## config.mk

```make
export PLATFORM = sky130hd
export DESIGN_NAME = sarseq_core
export DESIGN_NICKNAME = d
export VERILOG_FILES = /design/src/design/sarseq_pkg.sv /design/src/design/sarseq_core.sv
export VERILOG_INCLUDE_DIRS = /design/src /design/src/design
export SDC_FILE = /design/constraint.sdc
export NUM_CORES = 1
export LEC_CHECK = 0
export BUFFER_PORTS_ARGS = -buffer_cell sky130_fd_sc_hd__buf_2
export CAP_MARGIN = 5
export CORE_MARGIN = 1
export CORE_UTILIZATION = 30
export DETAILED_ROUTE_END_ITERATION = 16
export GPL_ROUTABILITY_DRIVEN = 0
export GPL_TIMING_DRIVEN = 1
export HOLD_SLACK_MARGIN = 0.15
export SLEW_MARGIN = 25
export SYNTH_ARGS = -nofsm -noshare
export SYNTH_HDL_FRONTEND = slang
export SYNTH_SLANG_ARGS = --single-unit
```

## constraint.sdc

```tcl
create_clock -name clk -period 9.25 [get_ports clk]
set_input_delay 0.925 -clock clk [delete_from_list [all_inputs] [get_ports clk]]
set_output_delay 0.925 -clock clk [all_outputs]
set_load 0.05 [all_outputs]
```

## src/design/sarseq_defs.svh

```systemverilog
// constants for the converter sequencer: offsets, fields, reset values, timing
// assumes inclusion by bare name from the package and the design module
`ifndef SARSEQ_DEFS_SVH
`define SARSEQ_DEFS_SVH
`define SARSEQ_MODE_ADDR      16'hff80
`define SARSEQ_CHAN_ADDR      16'hff81
`define SARSEQ_RES_ADDR_LO    16'hff16
`define SARSEQ_RES_ADDR_HI    16'hff17
`define SARSEQ_MODE_RESET     8'h00
`define SARSEQ_CHAN_RESET     8'h00
`define SARSEQ_RES_RESET      16'h0000
`define SARSEQ_ENABLE_BIT     7
`define SARSEQ_TRIGSRC_BIT    6
`define SARSEQ_CTIME_HI       5
`define SARSEQ_CTIME_LO       3
`define SARSEQ_EDGE_HI        2
`define SARSEQ_EDGE_LO        1
`define SARSEQ_CHAN_HI        1
`define SARSEQ_CHAN_LO        0
`define SARSEQ_RES_SHIFT      6
`define SARSEQ_NBITS          10
// start delay in main-clock periods, long and short code groups
`define SARSEQ_DELAY_LONG     8'h07
`define SARSEQ_DELAY_SHORT    8'h04
`endif

```

## src/design/sarseq_pkg.sv

```systemverilog
// types for the converter sequencer
// assumes the constant header sits beside it
`include "sarseq_defs.svh"
package sarseq_pkg;
   // one-hot sequencer states
   typedef enum logic [4:0] {
      SQ_IDLE   = 5'b0_0001,
      SQ_WAIT   = 5'b0_0010,
      SQ_DELAY  = 5'b0_0100,
      SQ_SAMPLE = 5'b0_1000,
      SQ_TRIAL  = 5'b1_0000
   } sarseq_state_t;
   // cpu register access
   typedef struct packed {
      logic        wr;
      logic        rd;
      logic        bit_wr;
      logic [2:0]  bit_sel;
      logic [15:0] addr;
      logic [7:0]  wdata;
   } sarseq_cpu_req_t;
   // analog front-end controls
   typedef struct packed {
      logic [1:0] chan;
      logic       sample;
      logic       hold;
      logic [9:0] tap;
   } sarseq_analog_t;
endpackage : sarseq_pkg

```

## src/design/sarseq_core.sv

```systemverilog
// sequencer for a 10-bit successive-approximation converter with cpu registers
// assumes one clock, synchronous cpu accesses and a synchronous comparator result
//
// Contract
// - enable bit keeps conversions running back to back in software mode
// - trigger source: software or external edge
// - conversion-time code sets conversion length
// - sampling length follows conversion-time code
// - software mode: start delay before sampling after enable
// - edge field selects none, fall, rise, both
// - channel code picks analog input
// - reset clears mode and channel registers
// - reset clears result register
// - sample selected input, then hold
// - first trial sets bit nine, half tap
// - next trials set lower bit, tap from bits
// - after ten trials copy result, raise request
// - standby stops conversion, registers stay writable
// - mode bit or byte writes, channel byte only
// - external trigger starts hardware conversions
// - hardware mode: one conversion per edge
// - channel write aborts, restarts per mode
// - enable write restarts; clearing stops at once
// - result 16 bits, value in top ten
`timescale 1ns/1ps
`default_nettype none
`include "sarseq_defs.svh"
module sarseq_core
(
   input  wire logic                         clk,
   input  wire logic                         rst,
   input  wire sarseq_pkg::sarseq_cpu_req_t  cpu_req,
   output logic [7:0]                        cpu_rdata,
   input  wire logic                         standby,
   input  wire logic                         external_trigger_in,
   input  wire logic                         comparator_gt,
   output sarseq_pkg::sarseq_analog_t        analog_ctl,
   output logic                              conversion_done_irq,
   output logic [15:0]                       conversion_result_reg
);
   import sarseq_pkg::*;
   ////////////////////////////////////////////////////////////////////////
   // register decode
   logic       mode_hit, chan_hit;
   logic [7:0] converter_mode_control_reg, converter_mode_control_next;
   logic [7:0] input_channel_select_reg, input_channel_select_next;
   logic       en_write, chan_write;
   logic       conversion_enable_bit, trigger_source_sel;
   logic [2:0] ctime;
   logic [1:0] edge_sel;

   assign mode_hit = cpu_req.wr && (cpu_req.addr == `SARSEQ_MODE_ADDR);
   assign chan_hit = cpu_req.wr && (cpu_req.addr == `SARSEQ_CHAN_ADDR);
   assign conversion_enable_bit = converter_mode_control_reg[`SARSEQ_ENABLE_BIT];
   assign trigger_source_sel    = converter_mode_control_reg[`SARSEQ_TRIGSRC_BIT];
   assign ctime    = converter_mode_control_reg[`SARSEQ_CTIME_HI:`SARSEQ_CTIME_LO];
   assign edge_sel = converter_mode_control_reg[`SARSEQ_EDGE_HI:`SARSEQ_EDGE_LO];

   // register write next values
   always_comb
   begin
      converter_mode_control_next = converter_mode_control_reg;
      input_channel_select_next   = input_channel_select_reg;
      en_write   = 1'b0;
      chan_write = 1'b0;
      if (mode_hit)
      begin
         if (cpu_req.bit_wr)
         begin
            converter_mode_control_next[cpu_req.bit_sel] = cpu_req.wdata[0];
            en_write = (cpu_req.bit_sel == 3'(`SARSEQ_ENABLE_BIT));
         end
         else
         begin
            converter_mode_control_next = cpu_req.wdata;
            en_write = 1'b1;
         end
      end
      if (chan_hit && !cpu_req.bit_wr)
      begin
         input_channel_select_next = {6'h00, cpu_req.wdata[1:0]};
         chan_write = 1'b1;
      end
   end

   // register storage
   always_ff @(posedge clk)
   begin
      if (rst)
      begin
         converter_mode_control_reg <= `SARSEQ_MODE_RESET;
         input_channel_select_reg   <= `SARSEQ_CHAN_RESET;
      end
      else
      begin
         converter_mode_control_reg <= converter_mode_control_next;
         input_channel_select_reg   <= input_channel_select_next;
      end
   end

   ////////////////////////////////////////////////////////////////////////
   // trigger synchroniser and edge detect
   logic [2:0] trig_reg, trig_next;
   logic       trig_edge;

   always_comb
   begin
      trig_next = {trig_reg[1:0], external_trigger_in};
   end
   always_ff @(posedge clk)
   begin
      if (rst)
         trig_reg <= 3'h0;
      else
         trig_reg <= trig_next;
   end

   // edge select from synchronised stages 1 and 2
   always_comb
   begin
      case (edge_sel)
         2'h1:    trig_edge = trig_reg[2] & ~trig_reg[1];
         2'h2:    trig_edge = ~trig_reg[2] & trig_reg[1];
         2'h3:    trig_edge = trig_reg[2] ^ trig_reg[1];
         default: trig_edge = 1'b0;
      endcase
   end

   ////////////////////////////////////////////////////////////////////////
   // timing lookup from conversion-time code
   logic [7:0] conv_len, samp_len, delay_len;
   always_comb
   begin
      case (ctime)
         3'h0:    begin conv_len = 8'h90; samp_len = 8'h14; end
         3'h1:    begin conv_len = 8'h78; samp_len = 8'h10; end
         3'h2:    begin conv_len = 8'h60; samp_len = 8'h0c; end
         3'h4:    begin conv_len = 8'h48; samp_len = 8'h0a; end
         3'h5:    begin conv_len = 8'h3c; samp_len = 8'h08; end
         3'h6:    begin conv_len = 8'h30; samp_len = 8'h06; end
         default: begin conv_len = 8'h90; samp_len = 8'h14; end
      endcase
      delay_len = ctime[2] ? `SARSEQ_DELAY_SHORT : `SARSEQ_DELAY_LONG;
   end

   ////////////////////////////////////////////////////////////////////////
   // sequencer
   sarseq_state_t state_reg, state_next;
   logic [7:0]    cnt_reg, cnt_next;
   logic [7:0]    tcnt_reg, tcnt_next;
   logic [9:0]    successive_approx_reg, sar_next;
   logic [3:0]    bit_reg, bit_next;
   logic [15:0]   res_next;
   logic          done_next, done_reg;
   logic [7:0]    trial_len, trial_end;
   logic          restart;
   // even split over ten trials, the first trial takes the remainder
   assign trial_len = 8'((conv_len - samp_len) / 8'(`SARSEQ_NBITS));
   assign trial_end = (bit_reg == 4'h9) ? 8'(conv_len - samp_len - 8'(trial_len * 8'h09))
                                        : trial_len;
   assign restart   = en_write || chan_write;

   always_comb
   begin
      state_next = state_reg;
      cnt_next   = cnt_reg;
      tcnt_next  = tcnt_reg;
      sar_next   = successive_approx_reg;
      bit_next   = bit_reg;
      res_next   = conversion_result_reg;
      done_next  = 1'b0;
      if (standby || !converter_mode_control_next[`SARSEQ_ENABLE_BIT])
      begin
         state_next = SQ_IDLE;
      end
      else if (restart || state_reg == SQ_IDLE)
      begin
         cnt_next = 8'h00;
         state_next = converter_mode_control_next[`SARSEQ_TRIGSRC_BIT]
                      ? SQ_WAIT : SQ_DELAY;
      end
      else
      begin
         case (state_reg)
            SQ_WAIT:
            begin
               if (trig_edge)
               begin
                  cnt_next   = 8'h00;
                  state_next = SQ_SAMPLE;
               end
            end
            SQ_DELAY:
            begin
               cnt_next = cnt_reg + 8'h01;
               if (cnt_reg + 8'h01 >= delay_len)
               begin
                  cnt_next   = 8'h00;
                  state_next = SQ_SAMPLE;
               end
            end
            SQ_SAMPLE:
            begin
               cnt_next = cnt_reg + 8'h01;
               if (cnt_reg + 8'h01 >= samp_len)
               begin
                  cnt_next   = 8'h00;
                  tcnt_next  = 8'h00;
                  bit_next   = 4'h9;
                  sar_next   = 10'h200;
                  state_next = SQ_TRIAL;
               end
            end
            SQ_TRIAL:
            begin
               tcnt_next = tcnt_reg + 8'h01;
               if (tcnt_reg + 8'h01 >= trial_end)
               begin
                  tcnt_next = 8'h00;
                  // keep bit when input at or above tap
                  sar_next[bit_reg] = comparator_gt;
                  if (bit_reg == 4'h0)
                  begin
                     res_next  = {sar_next, 6'h00};
                     done_next = 1'b1;
                     cnt_next  = 8'h00;
                     // software mode repeats, hardware waits
                     state_next = trigger_source_sel ? SQ_WAIT : SQ_SAMPLE;
                  end
                  else
                  begin
                     bit_next = bit_reg - 4'h1;
                     sar_next[bit_reg - 4'h1] = 1'b1;
                  end
               end
            end
            default: state_next = SQ_IDLE;
         endcase
      end
   end
   always_ff @(posedge clk)
   begin
      if (rst)
      begin
         state_reg             <= SQ_IDLE;
         cnt_reg               <= 8'h00;
         tcnt_reg              <= 8'h00;
         successive_approx_reg <= 10'h000;
         bit_reg               <= 4'h0;
         conversion_result_reg <= `SARSEQ_RES_RESET;
         done_reg              <= 1'b0;
      end
      else
      begin
         state_reg             <= state_next;
         cnt_reg               <= cnt_next;
         tcnt_reg              <= tcnt_next;
         successive_approx_reg <= sar_next;
         bit_reg               <= bit_next;
         conversion_result_reg <= res_next;
         done_reg              <= done_next;
      end
   end

   ////////////////////////////////////////////////////////////////////////
   // outputs
   assign conversion_done_irq = done_reg;
   assign analog_ctl = '{chan:   input_channel_select_reg[`SARSEQ_CHAN_HI:`SARSEQ_CHAN_LO],
                         sample: (state_reg == SQ_SAMPLE),
                         hold:   (state_reg == SQ_TRIAL),
                         tap:    successive_approx_reg};
   // cpu read mux
   always_comb
   begin
      case (cpu_req.addr)
         `SARSEQ_MODE_ADDR:   cpu_rdata = converter_mode_control_reg;
         `SARSEQ_CHAN_ADDR:   cpu_rdata = input_channel_select_reg;
         `SARSEQ_RES_ADDR_LO: cpu_rdata = conversion_result_reg[7:0];
         `SARSEQ_RES_ADDR_HI: cpu_rdata = conversion_result_reg[15:8];
         default:             cpu_rdata = 8'h00;
      endcase
   end
endmodule : sarseq_core
`default_nettype wire

```

==> impl_metrics.py, run 1 <==
metrics = {
    "run_status": {
        "status": "finished clean",
    },
    "routing": {
        "drc": 0,
        "viasPerCell": 5.26,
        "route.vias.total": 5032,
        "drt_iter0_markers": 301,
        "antenna_left": 0,
        "routed_wl_mm": 14.0,
        "wl_per_cell_microns": 14.6,
        "dr.pass1.iters": 5,
    },
    "timing": {
        "fin_crit_ps": 7660,
        "timing.fmax_ghz": 0.131,
        "slew_viol_final": 0,
        "hold_viol_final": 0,
        "final-setup-viol-count": 0,
        "period_share_pct": 82.8,
        "tns_ps": 0,
        "skew_ps": 4.93,
        "worst_slew_pin_slew_ps": 789,
        "rsz0062_at_grt": "no",
        "relSlewSlack_pct": 47.3,
    },
    "synth": {
        "synth_top_cell_by_area": "dfxtp_1",
        "synth_top_family_by_area": "simple AND/OR/NAND/NOR gates",
        "synth-seq-area-share_pct": 23.3,
        "synth-compound-area-share_pct": 25.0,
        "synthTopCellsByArea": "dfxtp_1 (23%), ha_1 (9.1%), nand2_1 (6.2%)",
        "synthesis.area_sq_um": 5080,
        "synthAdderAreaFrac_pct": 10.9,
        "synth_cell_types": 79,
        "synth_top_area_share_pct": 23.3,
        "synth_edf_count": 0,
        "synthArstFlopShare_pct": 0,
        "ys_warn_count": 0,
        "synth-simple-area-share_pct": 27.4,
        "yosys_most_used_dff": "dfxtp_1",
        "netlist_instances": 690,
        "synth-seq-cells": 59,
        "synth-xor-area-share_pct": 3.42,
        "avgSynthCellArea_sq_um": 7.36,
        "synthMuxAreaShare_pct": 3.15,
    },
    "global_routing": {
        "grt_antenna_before_repair": 0,
        "use_met3_pct": 1.77,
        "grt_usage_pct": 16.1,
        "grt_max_degree": 55,
        "first_global_vias": 4597,
        "grt_overflow": 0,
        "grt_pass1_wl_mm": 22.9,
        "grtUsageMet1_pct": 22.5,
        "use_met2_pct": 25.5,
        "grt-busiest-layer": "met2",
    },
    "floorplan": {
        "die_x_microns": 132,
        "ios": 74,
        "num_rows": 47,
        "die_height_microns": 132,
        "die-area_sq_um": 17500,
        "start_util_pct": 30.6,
        "core_area_sq_um": 16600,
    },
    "clock_network": {
        "clkLatencyLatePin_ps": 330,
        "cts_buffers": 9,
        "clock_tree.root_cell": "clkbuf_16",
        "cts-resized-gates": 0,
        "cts_sinks": 59,
        "cts_hold_buf": 0,
        "clock_path_buffers": 2,
        "clk_pin_slew_ps": 50,
        "cts_tree": "built",
        "htreeDepth": 3,
        "post-cts-setup-buffers": 0,
    },
    "placement": {
        "port_buffers": 66,
        "dpl.hpwl_mm": 10.6,
        "dpl-instance-area_sq_um": 5520,
    },
    "setup_path": {
        "reg2reg_depth": 32,
        "end_kind": "register",
        "cp.required_ps": 9460,
        "arrival_ps": 7870,
        "cp-endpoint": "state_reg[4]$_SDFFE_PP0P_",
        "critPathSlowestCell": "fa_1",
        "r2r_setup_slack_ps": 1590,
        "worstReg2RegEnd": "state_reg[4]$_SDFFE_PP0P_",
        "crit_type": "reg -> reg",
        "start_kind": "register",
        "max_stage_delay_ps": 670,
        "worstPathMaxFanout": 17,
    },
    "final_layout": {
        "fin_nets": 807,
        "num_antenna_cells": 0,
        "drive_above_1_share_pct": 13.3,
        "layout_commonest_cell": "nand2_1",
        "fin_area_sq_um": 5780,
        "area_growth_pct": 13.8,
        "utilization_pct": 34.8,
        "final_cell_mix": "nand2_1 (84), nor2_1 (69), buf_2 (66), dfxtp_1 (59), a21oi_1 (57)",
    },
    "job": {
        "maxCapViolCount": 0,
    },
    "pwr": {
        "ir_drop_mv": 0.0957,
        "power_density_nw_per_um2": 99.2,
        "leakage_nw": 2.41,
    },
    "worst_hold_path": {
        "hold_class": "reg -> reg",
        "hold_path_depth": 1,
    },
}
[layout make-up]
class                           count  area, sq um
Multi-Input combinational cell    558         3570
Timing Repair Buffer               73          383
Clock buffer                       13          240
Fill cell                        1796        10800
Inverter                           30          113
Tap cell                          220          275
Sequential cell                    59         1180
Clock inverter                      3         15.0
[metrics by stage]
| stage | hold slack, ps | instances | worst slack, ps | power, W |
|---|---|---|---|---|
| after global routing | 455 | 956 | 1100 | 0.000593 |
| after floorplan | 414 | 695 | 2420 | 0.000280 |
| after global placement | 419 | 940 | 1520 | 0.000289 |
| after detailed placement | 422 | 940 | 1640 | 0.000289 |
| final | 430 | 956 | 1590 | 0.000574 |
| after CTS | 434 | 956 | 1620 | 0.000581 |
[cells in the mapped netlist, types with 6 or more instances]
master and instances:
nand2_1 84, nor2_1 70, dfxtp_1 59, a21oi_1 57, o21ai_0 48, ha_1 37
clkbuf_1 29, inv_1 27, nand3_1 23, a211oi_1 17, mux2i_1 16, nor2b_1 13
nand2b_1 12, xor2_1 12, buf_4 11, nand3b_1 10, and3_1 9, nor3_1 9
a22oi_1 8, and2_1 7, o21a_1 7, or3_1 7, a21o_1 6, buf_2 6
nand4b_1 6, o21ai_1 6, o22ai_1 6, xnor2_1 6
[worst max-delay path, delay by kind of cell, from the launching register on]
| kind | cells | cell delay (ps) |
|---|---|---|
| AOI/OAI and AO/OA | 12 | 2570 |
| adders and majority gates | 5 | 1790 |
| and+or+nand+nor | 7 | 1390 |
| buffers and inverters | 5 | 780 |
| DFF | 1 | 480 |
| xor gates and xnor gates | 2 | 310 |
| muxes | 1 | 220 |
[power by group]
part	total, W	internal (W)	switching, W
Combinational	0.0000284	0.00000893	0.0000195
Clock	0.000290	0.000180	0.000110
Sequential	0.000255	0.000255	0.000000184
[logic make-up after synthesis]
kind of cell | after synthesis
flip-flops | 59
AND/OR/NAND/NOR | 276
XOR/XNOR | 19
multiplexers | 16
other | 1
AO/OA/AOI/OAI | 199
buffers and inverters | 78
adder cells (fa/ha/maj) | 42
[metal layers]
| metal | wire length (microns) | share of wire (%) |
|---|---|---|
| met1 | 6840 | 49 |
| met2 | 6170 | 44 |
| met3 | 673 | 4.8 |
| met4 | 295 | 2.1 |
| met5 | 0 | 0 |
[worst min-delay path by stage]
stage                            from                      to  slack [ps]
6_report       trig_reg[0]$_SDFF_PP0_  trig_reg[1]$_SDFF_PP0_         430
5_1_grt        trig_reg[0]$_SDFF_PP0_  trig_reg[1]$_SDFF_PP0_         460
3_3_place_gp   trig_reg[0]$_SDFF_PP0_  trig_reg[1]$_SDFF_PP0_         420
4_1_cts        trig_reg[0]$_SDFF_PP0_  trig_reg[1]$_SDFF_PP0_         430
3_5_place_dp   trig_reg[0]$_SDFF_PP0_  trig_reg[1]$_SDFF_PP0_         420
2_1_floorplan  trig_reg[0]$_SDFF_PP0_  trig_reg[1]$_SDFF_PP0_         410
(Power assumes the default switching activity.)
==> inputs of run 2 (changes only) <==
--- a/config.mk
+++ b/config.mk
@@ -6,6 +6,7 @@
 export SDC_FILE = /design/constraint.sdc
 export NUM_CORES = 1
 export LEC_CHECK = 0
+export ABC_AREA = 1
 export BUFFER_PORTS_ARGS = -buffer_cell sky130_fd_sc_hd__buf_2
 export CAP_MARGIN = 5
 export CORE_MARGIN = 1
==> constraint.sdc (replaced) <==
create_clock -name clk -period 7.8 [get_ports clk]
set_input_delay 0.78 -clock clk [delete_from_list [all_inputs] [get_ports clk]]
set_output_delay 0.78 -clock clk [all_outputs]
set_load 0.05 [all_outputs]
==> run 2 against run 1 <==
Net effect: utilization rose by 1.1 points; cell count rose by 4.0%; maximum frequency rose by 9.2%; critical endpoint is now conversion_result_reg[10]$_SDFFE_PP0P_; non-clock buffer count fell by 6; register-to-register slack got worse by 800 ps; largest power group unchanged; synthesized cell count rose by 2.9%; largest cell class unchanged; total power rose by 27%.
==> impl_metrics.py, run 2 <==
metrics = {
    "run_status": {
        "status": "finished clean",
    },
    "timing": {
        "skew_ps": 4.52,
        "fin_crit_ps": 7010,
        "relSlewSlack_pct": 50.6,
        "worst_slew_pin_slew_ps": 736,
        "fin_hold_ws_ps": 413,
        "tns_ps": 0,
        "slew_viol_final": 0,
        "period_share_pct": 89.8,
        "hold_viol_final": 0,
        "timing.fmax_ghz": 0.143,
        "final-setup-viol-count": 0,
    },
    "setup_path": {
        "critPathSlowestCell": "fa_1",
        "end_kind": "register",
        "max_stage_delay_ps": 450,
        "reg2reg_depth": 47,
        "worstPathMaxFanout": 21,
        "cp-endpoint": "conversion_result_reg[10]$_SDFFE_PP0P_",
        "cp_common_cell": "nand2_1",
        "cp.required_ps": 8020,
        "crit_type": "reg -> reg",
        "r2r_setup_slack_ps": 790,
        "arrival_ps": 7230,
        "worstReg2RegEnd": "conversion_result_reg[10]$_SDFFE_PP0P_",
        "start_kind": "register",
    },
    "floorplan": {
        "die-area_sq_um": 16800,
        "die_x_microns": 130,
        "core_area_sq_um": 15900,
        "num_rows": 46,
        "start_util_pct": 30.7,
        "ios": 74,
        "die_height_microns": 130,
    },
    "clock_network": {
        "clk_pin_slew_ps": 50,
        "cts_buffers": 9,
        "clkLatencyLatePin_ps": 330,
        "clock_path_buffers": 2,
        "cts_tree": "built",
        "cts_sinks": 59,
        "clock_tree.root_cell": "clkbuf_16",
        "htreeDepth": 3,
        "cts_hold_buf": 0,
        "post-cts-setup-buffers": 0,
    },
    "synth": {
        "synth_cell_types": 50,
        "netlist_instances": 710,
        "synth-seq-area-share_pct": 24.2,
        "yosysMostFrequentCell": "nand2_1",
        "synthTopCellsByArea": "dfxtp_1 (24%), ha_1 (9.5%), nand2_1 (9.5%)",
        "synth_top_cell_by_area": "dfxtp_1",
        "synth_edf_count": 0,
        "synth_top_cells_by_count": "nand2_1 (123), inv_1 (114), dfxtp_1 (59)",
        "ys_warn_count": 0,
        "synth_top_area_share_pct": 24.2,
        "synthesis.area_sq_um": 4880,
        "avgSynthCellArea_sq_um": 6.87,
        "synthArstFlopShare_pct": 0,
        "yosys_most_used_dff": "dfxtp_1",
        "synth-seq-cells": 59,
    },
    "global_routing": {
        "first_global_vias": 4367,
        "grt_pass1_wl_mm": 20.3,
        "grt_antenna_before_repair": 0,
        "grt_max_degree": 34,
        "grt_usage_pct": 15.1,
        "grt_overflow": 0,
    },
    "final_layout": {
        "drive_above_1_share_pct": 20.1,
        "fin_nets": 849,
        "layout_commonest_cell": "nand2_1",
        "final_cell_mix": "nand2_1 (123), inv_1 (113), buf_2 (66), dfxtp_1 (59)",
        "area_growth_pct": 16.9,
        "num_antenna_cells": 0,
    },
    "routing": {
        "routed_wl_mm": 11.8,
        "drc": 0,
        "antenna_left": 0,
        "wl_per_cell_microns": 11.8,
        "route.vias.total": 4612,
        "dr.pass1.iters": 5,
        "viasPerCell": 4.64,
        "drt_iter0_markers": 216,
    },
    "placement": {
        "dpl.hpwl_mm": 9.42,
        "port_buffers": 66,
    },
    "pwr": {
        "power_density_nw_per_um2": 127,
        "fin_total_pwr_w": 0.000726,
        "ir_drop_mv": 0.106,
        "leakage_nw": 2.81,
    },
    "worst_hold_path": {
        "hold_class": "reg -> reg",
    },
    "job": {
        "maxCapViolCount": 0,
    },
}
[run 2: changes by cell type after synthesis, moves of 12 or more]
cell / change
inv_1: +87
nand2_1: +39
nand3_1: +31
a21oi_1: -20
clkbuf_1: -19
nand2_2: +18
o21ai_0: -15
mux2i_1: -14
nor2_1: -14
nor2b_1: -13
nand2b_1: -12
[run 2: stage by stage]
step	setup slack [ps]	util [%]	area, sq um	std cells
floorplan	1500	-	4900	715
global placement	625	34.0	5400	978
detailed placement	556	34.0	5400	978
CTS	548	35.8	5690	994
global route	-10.7	35.9	5700	994
finish	792	35.9	5700	994
[run 2: cell type report]
type / count / area (sq um)
timing repair buffer: 67 / 338
multi-input combinational: 510 / 3150
tap: 216 / 270
clock inverter: 2 / 35.0
sequential: 59 / 1180
inverter: 126 / 480
fill: 1744 / 10200
clock buffer: 14 / 254
[run 2: logic make-up (layout without fill, tap and decap cells)]
kind of cell	after synthesis	in the layout	share of synthesized area, %
simple gates	327	327	34.2
buf+inv	146	209	12.0
compound gates	119	119	15.3
flops	59	59	24.2
fa+ha+maj	41	41	11.1
xor+xnor	15	15	2.69
mux	2	2	0.410
other cells	1	6	0.0768
[run 2: repair_timing]
item	4_1_cts	5_1_grt
setup endpoints to repair	0	30
endpoints found under the hold margin	0	0
resized for setup	0	6
[run 2: critical path: cells and delay by family, from the launching register on]
| family | cells | cell delay (ps) |
|---|---|---|
| and+or+nand+nor | 28 | 3170 |
| adders and majority gates | 6 | 1900 |
| buffers and inverters | 9 | 860 |
| AOI/OAI and AO/OA | 4 | 530 |
| DFF | 1 | 390 |
[run 2: metal layers]
metal	vias up	GRT usage [%]	share of wire, %
met4	0	5.54	1.5
met5	-	0	0
li1	2445	-	-
met3	12	1.45	3.3
met1	2073	19.3	48
met2	82	26.2	47
[run 2: report_power, final]
group	internal (W)	leakage, nW	total, W	switching (W)
sequential	0.000302	0.475	0.000303	0.000000283
clock	0.000256	0.141	0.000391	0.000135
combinational	0.00000978	2.20	0.0000322	0.0000224
[run 2: worst min-delay path by stage]
stage | slack [ps] | endpoint | cells after the start | start
5_1_grt | 440 | trig_reg[1]$_SDFF_PP0_ | 2 | trig_reg[0]$_SDFF_PP0_
3_5_place_dp | 400 | trig_reg[1]$_SDFF_PP0_ | 2 | trig_reg[0]$_SDFF_PP0_
2_1_floorplan | 390 | trig_reg[1]$_SDFF_PP0_ | 2 | trig_reg[0]$_SDFF_PP0_
3_3_place_gp | 400 | trig_reg[1]$_SDFF_PP0_ | 2 | trig_reg[0]$_SDFF_PP0_
6_report | 410 | trig_reg[1]$_SDFF_PP0_ | 2 | trig_reg[0]$_SDFF_PP0_
4_1_cts | 410 | trig_reg[1]$_SDFF_PP0_ | 2 | trig_reg[0]$_SDFF_PP0_
